`src/rtl/link_regs_pkg.sv`:
```
// Package of offsets, field positions, reset values and counts for the link control bank.
// Assumes a byte-addressed register port with 32-bit data and one clock domain.
package link_regs_pkg;

	// ------------------------------------------------------------
	// Register offsets
	// ------------------------------------------------------------
	localparam logic [7:0] FAIRNESS_OFFSET = 8'hdc;
	localparam logic [7:0] LINK_SET_OFFSET = 8'he0;
	localparam logic [7:0] LINK_CLEAR_OFFSET = 8'he4;
	localparam logic [7:0] CYCLE_STATUS_OFFSET = 8'hf0;
	localparam logic [7:0] RECEIVE_COUNT_OFFSET = 8'hf4;
	localparam logic [7:0] FAIRNESS_STATUS_OFFSET = 8'hf8;

	// ------------------------------------------------------------
	// Field positions and widths
	// ------------------------------------------------------------
	localparam int PRIORITY_LIMIT_WIDTH = 8;
	localparam int ROLLOVER_SELECT_BIT = 22;
	localparam int CYCLE_MASTER_BIT = 21;
	localparam int OFFSET_COUNT_BIT = 20;
	localparam int PHY_PACKET_BIT = 10;
	localparam int SELF_ID_BIT = 9;
	localparam int OFFSET_WIDTH = 12;
	localparam int CYCLE_COUNT_WIDTH = 13;
	localparam int CYCLE_COUNT_POS = 16;

	// ------------------------------------------------------------
	// Reset values
	// ------------------------------------------------------------
	localparam logic [7:0] PRIORITY_LIMIT_RESET = 8'h00;
	localparam logic FLAG_RESET = 1'b0;
	localparam logic [31:0] READ_ZERO = 32'h0000_0000;

	// ------------------------------------------------------------
	// Cycle timer counts, in ticks of the 24.576 MHz cycle clock
	// ------------------------------------------------------------
	localparam int CYCLE_TICKS = 3072;
	localparam logic [11:0] OFFSET_LAST = 12'(CYCLE_TICKS - 1);

endpackage

```
`src/rtl/cycle_offset_timer.sv`:
```
// Cycle timer: offset count of cycle-clock ticks and a cycle count above it.
// Assumes tick is a one-cycle pulse per 24.576 MHz period from logic on clk.
module cycle_offset_timer
	import link_regs_pkg::*;
(
	input wire logic clk,
	input wire logic rst,
	input wire logic tick,
	input wire logic count_enable,
	input wire logic use_external,
	input wire logic external_edge,
	input wire logic load_valid,
	input wire logic [OFFSET_WIDTH-1:0] load_offset,
	output logic rollover,
	output logic [OFFSET_WIDTH-1:0] offset,
	output logic [CYCLE_COUNT_WIDTH-1:0] cycle_count
);

	logic roll_now;

	// Source of the rollover: internal wrap at the last tick, or the external edge.
	always_comb
	begin
		if (use_external)
			roll_now = count_enable && external_edge;
		else
			roll_now = count_enable && tick && (offset == OFFSET_LAST);
	end

	// Offset counts only while enabled; a received cycle start realigns it.
	always_ff @(posedge clk)
	begin
		if (rst)
			offset <= '0;
		else if (roll_now)
			offset <= '0;
		else if (load_valid)
			offset <= load_offset;
		else if (count_enable && tick && (offset != OFFSET_LAST))
			offset <= offset + 1'b1;
	end

	// Cycle count and the rollover pulse.
	always_ff @(posedge clk)
	begin
		if (rst)
		begin
			cycle_count <= '0;
			rollover <= 1'b0;
		end
		else
		begin
			rollover <= roll_now;
			if (roll_now)
				cycle_count <= cycle_count + 1'b1;
		end
	end

endmodule

```
`src/rtl/link_control_fairness_regs.sv`:
```
// Link control and fairness register bank of a serial bus host controller link layer.
// Assumes a register port on clk, a cycle tick pulse from a local divider and a PHY on pins.
//
// Operation
// - Fairness register bits 31 to 8 read as zero.
// - Eight-bit limit on priority requests per fairness interval, never exceeded.
// - Link control writes decode at a set address and a clear address.
// - Ones written at set address set flags; ones at clear address clear.
// - Reserved link control bits 31-23, 19-11 and 8-0 read as zero.
// - Rollover select one rolls the cycle timer on the external cycle input.
// - Rollover select zero rolls the timer after 3072 cycle-clock ticks.
// - Cycle master and root PHY emit a cycle start at each rollover.
// - Cycle master zero accepts received cycle starts to synchronise the timer.
// - Cycle master flag clears when the overlong cycle flag becomes set.
// - Setting cycle master is ignored while the overlong cycle flag is set.
// - Offset count enable advances the offset per tick; zero holds it except for a received cycle start load.
// - PHY packets accepted when flag set and async receive context enabled.
// - Self-ID packets accepted when the self-ID receive flag is set.
module link_control_fairness_regs
	import link_regs_pkg::*;
(
	input wire logic clk,
	input wire logic rst,
	input wire logic [7:0] addr,
	input wire logic [31:0] wdata,
	input wire logic wr,
	input wire logic rd,
	output logic [31:0] rdata,
	input wire logic cycle_tick,
	input wire logic external_cycle_input,
	input wire logic phy_is_root,
	input wire logic overlong_cycle_flag,
	input wire logic cycle_start_rx_valid,
	input wire logic [OFFSET_WIDTH-1:0] cycle_start_rx_offset,
	input wire logic async_receive_enable,
	input wire logic phy_packet_valid,
	input wire logic self_id_packet_valid,
	input wire logic fairness_interval_start,
	input wire logic priority_request_want,
	output logic priority_request,
	output logic cycle_start_send,
	output logic phy_packet_accept,
	output logic self_id_packet_accept,
	output logic rollover_select,
	output logic cycle_master_enable,
	output logic offset_count_enable,
	output logic phy_packet_receive_enable,
	output logic self_id_receive_enable
);

	// ------------------------------------------------------------
	// Declarations
	// ------------------------------------------------------------
	logic [PRIORITY_LIMIT_WIDTH-1:0] priority_limit;
	logic [PRIORITY_LIMIT_WIDTH-1:0] priority_used;
	logic ext_sync1;
	logic ext_sync2;
	logic ext_prev;
	logic ext_edge;
	logic overlong_prev;
	logic overlong_rise;
	logic set_write;
	logic clear_write;
	logic timer_rollover;
	logic timer_load;
	logic [OFFSET_WIDTH-1:0] timer_offset;
	logic [CYCLE_COUNT_WIDTH-1:0] timer_cycles;
	logic [7:0] phy_packet_count;
	logic [7:0] self_id_count;
	logic [31:0] next_rdata;

	// Places each link control flag at its bit and leaves every other bit zero.
	function automatic logic [31:0] link_word(
		input logic src,
		input logic master,
		input logic count,
		input logic phy_pkt,
		input logic self_id
	);
		logic [31:0] w;
		w = READ_ZERO;
		w[ROLLOVER_SELECT_BIT] = src;
		w[CYCLE_MASTER_BIT] = master;
		w[OFFSET_COUNT_BIT] = count;
		w[PHY_PACKET_BIT] = phy_pkt;
		w[SELF_ID_BIT] = self_id;
		return w;
	endfunction

	// ------------------------------------------------------------
	// Register port decode
	// ------------------------------------------------------------

	// The two link control addresses share one set of flags.
	assign set_write = wr && (addr == LINK_SET_OFFSET);
	assign clear_write = wr && (addr == LINK_CLEAR_OFFSET);

	// Fairness limit: only the low byte is stored.
	always_ff @(posedge clk)
	begin
		if (rst)
			priority_limit <= PRIORITY_LIMIT_RESET;
		else if (wr && (addr == FAIRNESS_OFFSET))
			priority_limit <= wdata[PRIORITY_LIMIT_WIDTH-1:0];
	end

	// ------------------------------------------------------------
	// Input synchronisation and edge detection
	// ------------------------------------------------------------

	// The external cycle input is a pin, so it passes two flip-flops first.
	always_ff @(posedge clk)
	begin
		if (rst)
		begin
			ext_sync1 <= 1'b0;
			ext_sync2 <= 1'b0;
			ext_prev <= 1'b0;
		end
		else
		begin
			ext_sync1 <= external_cycle_input;
			ext_sync2 <= ext_sync1;
			ext_prev <= ext_sync2;
		end
	end

	// A rising edge of the synchronised input marks one external rollover.
	// The previous-value flop starts low like the idle pin, so reset makes no false edge.
	assign ext_edge = ext_sync2 && !ext_prev;

	// The overlong flag comes from the event register on this clock.
	always_ff @(posedge clk)
	begin
		if (rst)
			overlong_prev <= 1'b0;
		else
			overlong_prev <= overlong_cycle_flag;
	end

	// The clear acts on the moment the event becomes set, not on its level.
	// A flag already high when reset ends counts as a fresh event and drops master.
	assign overlong_rise = overlong_cycle_flag && !overlong_prev;

	// ------------------------------------------------------------
	// Link control flags
	// ------------------------------------------------------------

	// Rollover source select.
	always_ff @(posedge clk)
	begin
		if (rst)
			rollover_select <= FLAG_RESET;
		else if (set_write && wdata[ROLLOVER_SELECT_BIT])
			rollover_select <= 1'b1;
		else if (clear_write && wdata[ROLLOVER_SELECT_BIT])
			rollover_select <= 1'b0;
	end

	// Cycle master flag: an overlong cycle drops it and blocks software sets.
	always_ff @(posedge clk)
	begin
		if (rst)
			cycle_master_enable <= FLAG_RESET;
		else if (overlong_rise)
			cycle_master_enable <= 1'b0;
		else if (set_write && wdata[CYCLE_MASTER_BIT] && !overlong_cycle_flag)
			cycle_master_enable <= 1'b1;
		else if (clear_write && wdata[CYCLE_MASTER_BIT])
			cycle_master_enable <= 1'b0;
	end

	// Offset count enable.
	always_ff @(posedge clk)
	begin
		if (rst)
			offset_count_enable <= FLAG_RESET;
		else if (set_write && wdata[OFFSET_COUNT_BIT])
			offset_count_enable <= 1'b1;
		else if (clear_write && wdata[OFFSET_COUNT_BIT])
			offset_count_enable <= 1'b0;
	end

	// PHY packet receive enable.
	always_ff @(posedge clk)
	begin
		if (rst)
			phy_packet_receive_enable <= FLAG_RESET;
		else if (set_write && wdata[PHY_PACKET_BIT])
			phy_packet_receive_enable <= 1'b1;
		else if (clear_write && wdata[PHY_PACKET_BIT])
			phy_packet_receive_enable <= 1'b0;
	end

	// Self-ID receive enable; software must have set up the buffer pointer first.
	always_ff @(posedge clk)
	begin
		if (rst)
			self_id_receive_enable <= FLAG_RESET;
		else if (set_write && wdata[SELF_ID_BIT])
			self_id_receive_enable <= 1'b1;
		else if (clear_write && wdata[SELF_ID_BIT])
			self_id_receive_enable <= 1'b0;
	end

	// ------------------------------------------------------------
	// Cycle timer and cycle start generation
	// ------------------------------------------------------------

	// Received cycle starts realign the offset only while this node is not master.
	// A rollover in the same cycle wins over the load inside the timer.
	assign timer_load = cycle_start_rx_valid && !cycle_master_enable;

	cycle_offset_timer timer
	(
		.clk(clk),
		.rst(rst),
		.tick(cycle_tick),
		.count_enable(offset_count_enable),
		.use_external(rollover_select),
		.external_edge(ext_edge),
		.load_valid(timer_load),
		.load_offset(cycle_start_rx_offset),
		.rollover(timer_rollover),
		.offset(timer_offset),
		.cycle_count(timer_cycles)
	);

	// A cycle start goes out on each rollover while this node is root and master.
	always_ff @(posedge clk)
	begin
		if (rst)
			cycle_start_send <= 1'b0;
		else
			cycle_start_send <= timer_rollover && cycle_master_enable && phy_is_root;
	end

	// ------------------------------------------------------------
	// Receive filtering
	// ------------------------------------------------------------

	// PHY packets need their flag and an enabled async receive context.
	always_ff @(posedge clk)
	begin
		if (rst)
			phy_packet_accept <= 1'b0;
		else
			phy_packet_accept <= phy_packet_valid && phy_packet_receive_enable
				&& async_receive_enable;
	end

	// Self-ID packets depend only on their own flag.
	always_ff @(posedge clk)
	begin
		if (rst)
			self_id_packet_accept <= 1'b0;
		else
			self_id_packet_accept <= self_id_packet_valid && self_id_receive_enable;
	end

	// Counts of accepted packets, wrapping, for software to watch traffic.
	// Each count is eight bits wide, so software must read it often enough to see wraps.
	always_ff @(posedge clk)
	begin
		if (rst)
		begin
			phy_packet_count <= 8'h00;
			self_id_count <= 8'h00;
		end
		else
		begin
			if (phy_packet_accept)
				phy_packet_count <= phy_packet_count + 8'h01;
			if (self_id_packet_accept)
				self_id_count <= self_id_count + 8'h01;
		end
	end

	// ------------------------------------------------------------
	// Priority request limiting
	// ------------------------------------------------------------

	// A request wanted in the cycle that opens an interval is dropped, not deferred.
	priority_request_limiter #(
		.WIDTH(PRIORITY_LIMIT_WIDTH)
	) limiter
	(
		.clk(clk),
		.rst(rst),
		.limit(priority_limit),
		.interval_start(fairness_interval_start),
		.want(priority_request_want),
		.grant(priority_request),
		.used(priority_used)
	);

	// ------------------------------------------------------------
	// Read path
	// ------------------------------------------------------------

	// Read data selection; unmapped addresses read as zero.
	always_comb
	begin
		next_rdata = READ_ZERO;
		unique case (addr)
			FAIRNESS_OFFSET:
				next_rdata[PRIORITY_LIMIT_WIDTH-1:0] = priority_limit;
			LINK_SET_OFFSET, LINK_CLEAR_OFFSET:
				next_rdata = link_word(rollover_select, cycle_master_enable,
					offset_count_enable, phy_packet_receive_enable,
					self_id_receive_enable);
			CYCLE_STATUS_OFFSET:
			begin
				next_rdata[OFFSET_WIDTH-1:0] = timer_offset;
				next_rdata[CYCLE_COUNT_POS +: CYCLE_COUNT_WIDTH] = timer_cycles;
			end
			RECEIVE_COUNT_OFFSET:
			begin
				next_rdata[7:0] = phy_packet_count;
				next_rdata[15:8] = self_id_count;
			end
			FAIRNESS_STATUS_OFFSET:
				next_rdata[PRIORITY_LIMIT_WIDTH-1:0] = priority_used;
			default:
				next_rdata = READ_ZERO;
		endcase
	end

	// Read data stand for exactly the cycle after the read strobe.
	// Returning zero outside that cycle keeps stale data off the shared read bus.
	always_ff @(posedge clk)
	begin
		if (rst)
			rdata <= READ_ZERO;
		else if (rd)
			rdata <= next_rdata;
		else
			rdata <= READ_ZERO;
	end

endmodule

```
`src/rtl/priority_request_limiter.sv`:
```
// Limits priority arbitration requests to a programmed count per fairness interval.
// Assumes interval_start and want are one-cycle pulses from logic on clk.
module priority_request_limiter
	import link_regs_pkg::*;
#(
	parameter int WIDTH = PRIORITY_LIMIT_WIDTH
)
(
	input wire logic clk,
	input wire logic rst,
	input wire logic [WIDTH-1:0] limit,
	input wire logic interval_start,
	input wire logic want,
	output logic grant,
	output logic [WIDTH-1:0] used
);

	logic allowed;

	// A request is allowed only while the used count is below the limit.
	assign allowed = want && (used < limit);

	// Count granted requests; a new interval restarts the count.
	always_ff @(posedge clk)
	begin
		if (rst)
		begin
			used <= '0;
			grant <= 1'b0;
		end
		else
		begin
			grant <= allowed && !interval_start;
			if (interval_start)
				used <= '0;
			else if (allowed)
				used <= used + 1'b1;
		end
	end

endmodule

```
`config.mk`:
```
export PLATFORM = sky130hd
export DESIGN_NAME = link_control_fairness_regs
export DESIGN_NICKNAME = d
export VERILOG_FILES = /design/src/rtl/link_regs_pkg.sv /design/src/rtl/cycle_offset_timer.sv /design/src/rtl/link_control_fairness_regs.sv /design/src/rtl/priority_request_limiter.sv
export SDC_FILE = /design/constraint.sdc
export NUM_CORES = 1
export LEC_CHECK = 0
export BUFFER_PORTS_ARGS = -buffer_cell sky130_fd_sc_hd__buf_2
export CORE_MARGIN = 4
export CORE_UTILIZATION = 38
export DETAILED_ROUTE_END_ITERATION = 12
export PLACE_DENSITY = 0.66
export SKIP_CTS_REPAIR_TIMING = 1
export SLEW_MARGIN = 40
export SYNTH_ARGS = -nofsm -noshare
export SYNTH_HDL_FRONTEND = slang
export SYNTH_SLANG_ARGS = --single-unit
```
`constraint.sdc`:
```
create_clock -name clk -period 3.6 [get_ports clk]
set_input_delay 0.72 -clock clk [delete_from_list [all_inputs] [get_ports clk]]
set_output_delay 0.72 -clock clk [all_outputs]
set_load 0.01 [all_outputs]
```
==> flow_summary.toml <==
[outcome]
status = "complete, no violations"

[clock_tree]
insertion_delay_ns = 0.35
cts_root_buffer = "clkbuf_16"
cts_tree = "done"
cts_sinks = 100
htree_levels = 3
cts_buffer_depth = 2
cts.reportedPaths.clkPinSlew_ns = 0.07
cts_inserted_buffers = 9

[critical_path]
critPathMaxStageDelay_ns = 0.58
path_depth = 6
r2r-start = "timer.offset[0]"
crit_fanout = 13
worstPathArrival_ns = 2.57
path_class = "reg -> reg"
r2r_slack_ns = 1.31
path_buf_inv = 0
ff2ff_path_depth = 6
endpoint_kind = "flop"
cp_top_family = "simple AND/OR/NAND/NOR gates"
worstSetupStartpoint = "timer.offset[0]"
reg2reg_to = "timer.cycle_count[6]"
cp_slowest_cell = "nor4_4"
cp_cell_sequence = "ha_1, nand3_1, nor4_4, nor2_2, or3_1, a21oi_1"
worstSetupStartpointType = "flop"
critPathRequiredTime_ns = 3.88

[final_layout]
diodes = 0
fill_cells = 1135
multi_input_area_um2 = 2270
seq_area_um2 = 2000
layout-drive-gt1-share_pct = 19.3
syn_to_final_growth_pct = 17.2
finalNonFillerCells = 722
nets = 652

[hold_path]
hold_end = "ext_sync2"
hp-class = "reg -> reg"
min_path_cells = 1
min_from = "ext_sync1"

[job]
cap_violations = 0

[floorplanning]
die_h_um = 116
pin_count = 107
fp-row-count = 39
die-width_um = 116
core_um2 = 11400
die_area_um2 = 13400
initial_core_util_pct = 38.8

[power]
powerDensity_nw_per_um2 = 408
peakVddDrop_v = 0.000309
leakage_nw = 2.04

[synth]
synth_common_cells = "dfxtp_1, nand2_1, a21oi_1"
synth_top_family_by_area = "simple AND/OR/NAND/NOR gates"
synth_top_area_cell = "dfxtp_1"
muxShareOfSynthArea_pct = 1.13
synthTopCellsByArea = "dfxtp_1, a21oi_1, nand2_1, nor2_1, ha_1"
synth-xor-area-share_pct = 4.55
yosys.cell_types.count = 53
yosysMostFrequentCell = "dfxtp_1"
synth_edf_count = 0
avgSynthCellArea_um2 = 8.75
synthSimpleGateAreaFrac_pct = 25.1
ys.flop_type = "dfxtp_1"
yosysSeqAreaShare_pct = 45.2
synthCells = 506
ys_ff_latch = 100
synthAdderAreaFrac_pct = 3.39
synth_compound_area_share_pct = 16.5
netlist_area_um2 = 4430
synth_top_area_share_pct = 45.2
yosysWarnings = 0
ys_async_sr_fraction_pct = 0

[grt]
antenna_found_initial = 0
grt_pass1_wl_um = 17500
grt_pass1_vias = 3681
grt.overflow.total = 0
grt_max_degree = 31
grt_usage_pct = 16.7

[routing]
ant_nets = 0
dr.pass1.iters = 4
via_per_inst = 5.32
drt_iter0_drc = 274
routed_wl_um = 10900
wl_per_cell_um = 15.1
vias = 3839
drc = 0

[placed_design]
port_buffers = 84
dp_hpwl_um = 8040
gp_congestion = 0.876
placed_cells = 706

[timing]
final_hold_viol_count = 0
rsz0062_at_grt = "no"
worstMarginPinSlew_ns = 0.745
max_freq_mhz = 437
period_share_pct = 63.6
setup_violations = 0
period_needed_ns = 2.29
tns_ns = 0
final_max_slew_viol_count = 0
fin_worst_skew_ns = 0.00581
relSlewSlack_pct = 50.2
holdWs_ns = 0.450
## flip-flops by register name (all words and copies together) (netlist names), 8 cells and up
name and count:
phy_packet_count 8, priority_limit 8, self_id_count 8, rdata 29, limiter.used 8, timer.cycle_count 13, timer.offset 12
## placed cells by master, fill, tap and decap left out, drive strengths merged, types with 12 or more instances in the layout
cell type,n
nor3,13
and3,13
ha,12
nand3,17
nor2,44
xor2,16
or3,13
inv,12
nand2,50
dfxtp,100
a21oi,47
buf,85
o21ai,19
and2,14
## worst register-to-register path: cells and delay by family (launching register included)
kind | cells | cell delay, ns
DFF | 1 | 0.43
adders and majority gates | 1 | 0.24
and+or+nand+nor | 4 | 1.40
AOI/OAI and AO/OA | 1 | 0.15
## logic make-up (layout without fill, tap and decap cells)
family	count (synthesis)	in the layout
xor+xnor	23	23
fa+ha+maj	12	12
compound gates	116	116
flops	100	100
other cells	1	3
mux	5	5
simple gates	207	207
buf+inv	42	113
## worst max-delay path by stage
stage / to / slack (ns)
3_5_place_dp: offset_count_enable / 1.02
3_3_place_gp: self_id_receive_enable / 1.09
6_report: timer.cycle_count[6] / 1.31
2_1_floorplan: timer.cycle_count[11] / 1.54
5_1_grt: timer.cycle_count[6] / 1.10
4_1_cts: timer.cycle_count[6] / 1.31
## per-stage QoR
| stage | utilization [%] | instance area (um2) | total power, mW | setup slack (ns) |
|---|---|---|---|---|
| after global routing | 45.5 | 5190 | 2.19 | 1.10 |
| final | 45.5 | 5190 | 2.12 | 1.31 |
| after CTS | 45.4 | 5180 | 2.14 | 1.31 |
| after floorplan | - | 4440 | 1.21 | 1.54 |
| after detailed placement | 43.0 | 4910 | 1.25 | 1.02 |
| after global placement | 43.0 | 4910 | 1.25 | 1.09 |
## where the power goes
group,internal [mW],total (mW),switching (mW)
clock,0.467,0.895,0.428
sequential,1.12,1.13,0.0178
combinational,0.0379,0.0893,0.0514
## per-layer routing
metal  GRT usage, %  share of wire, %  up-vias
li1               -                 -     1927
met1           21.0                45     1789
met2           26.7                46      101
met3           4.70               6.0       22
met4           7.50               2.9        0
met5              0                 0        -
## area by class of cell
type                    instances  share of cell area, %
inverters                      12                  0.868
multi-input cells             366                   43.7
clock buffers                  10                   4.41
repair buffers                 85                   8.24
well taps                     143                   3.45
flip-flops and latches        100                   38.6
clock inverters                 6                  0.796
Power figures use the tool's default switching activity.
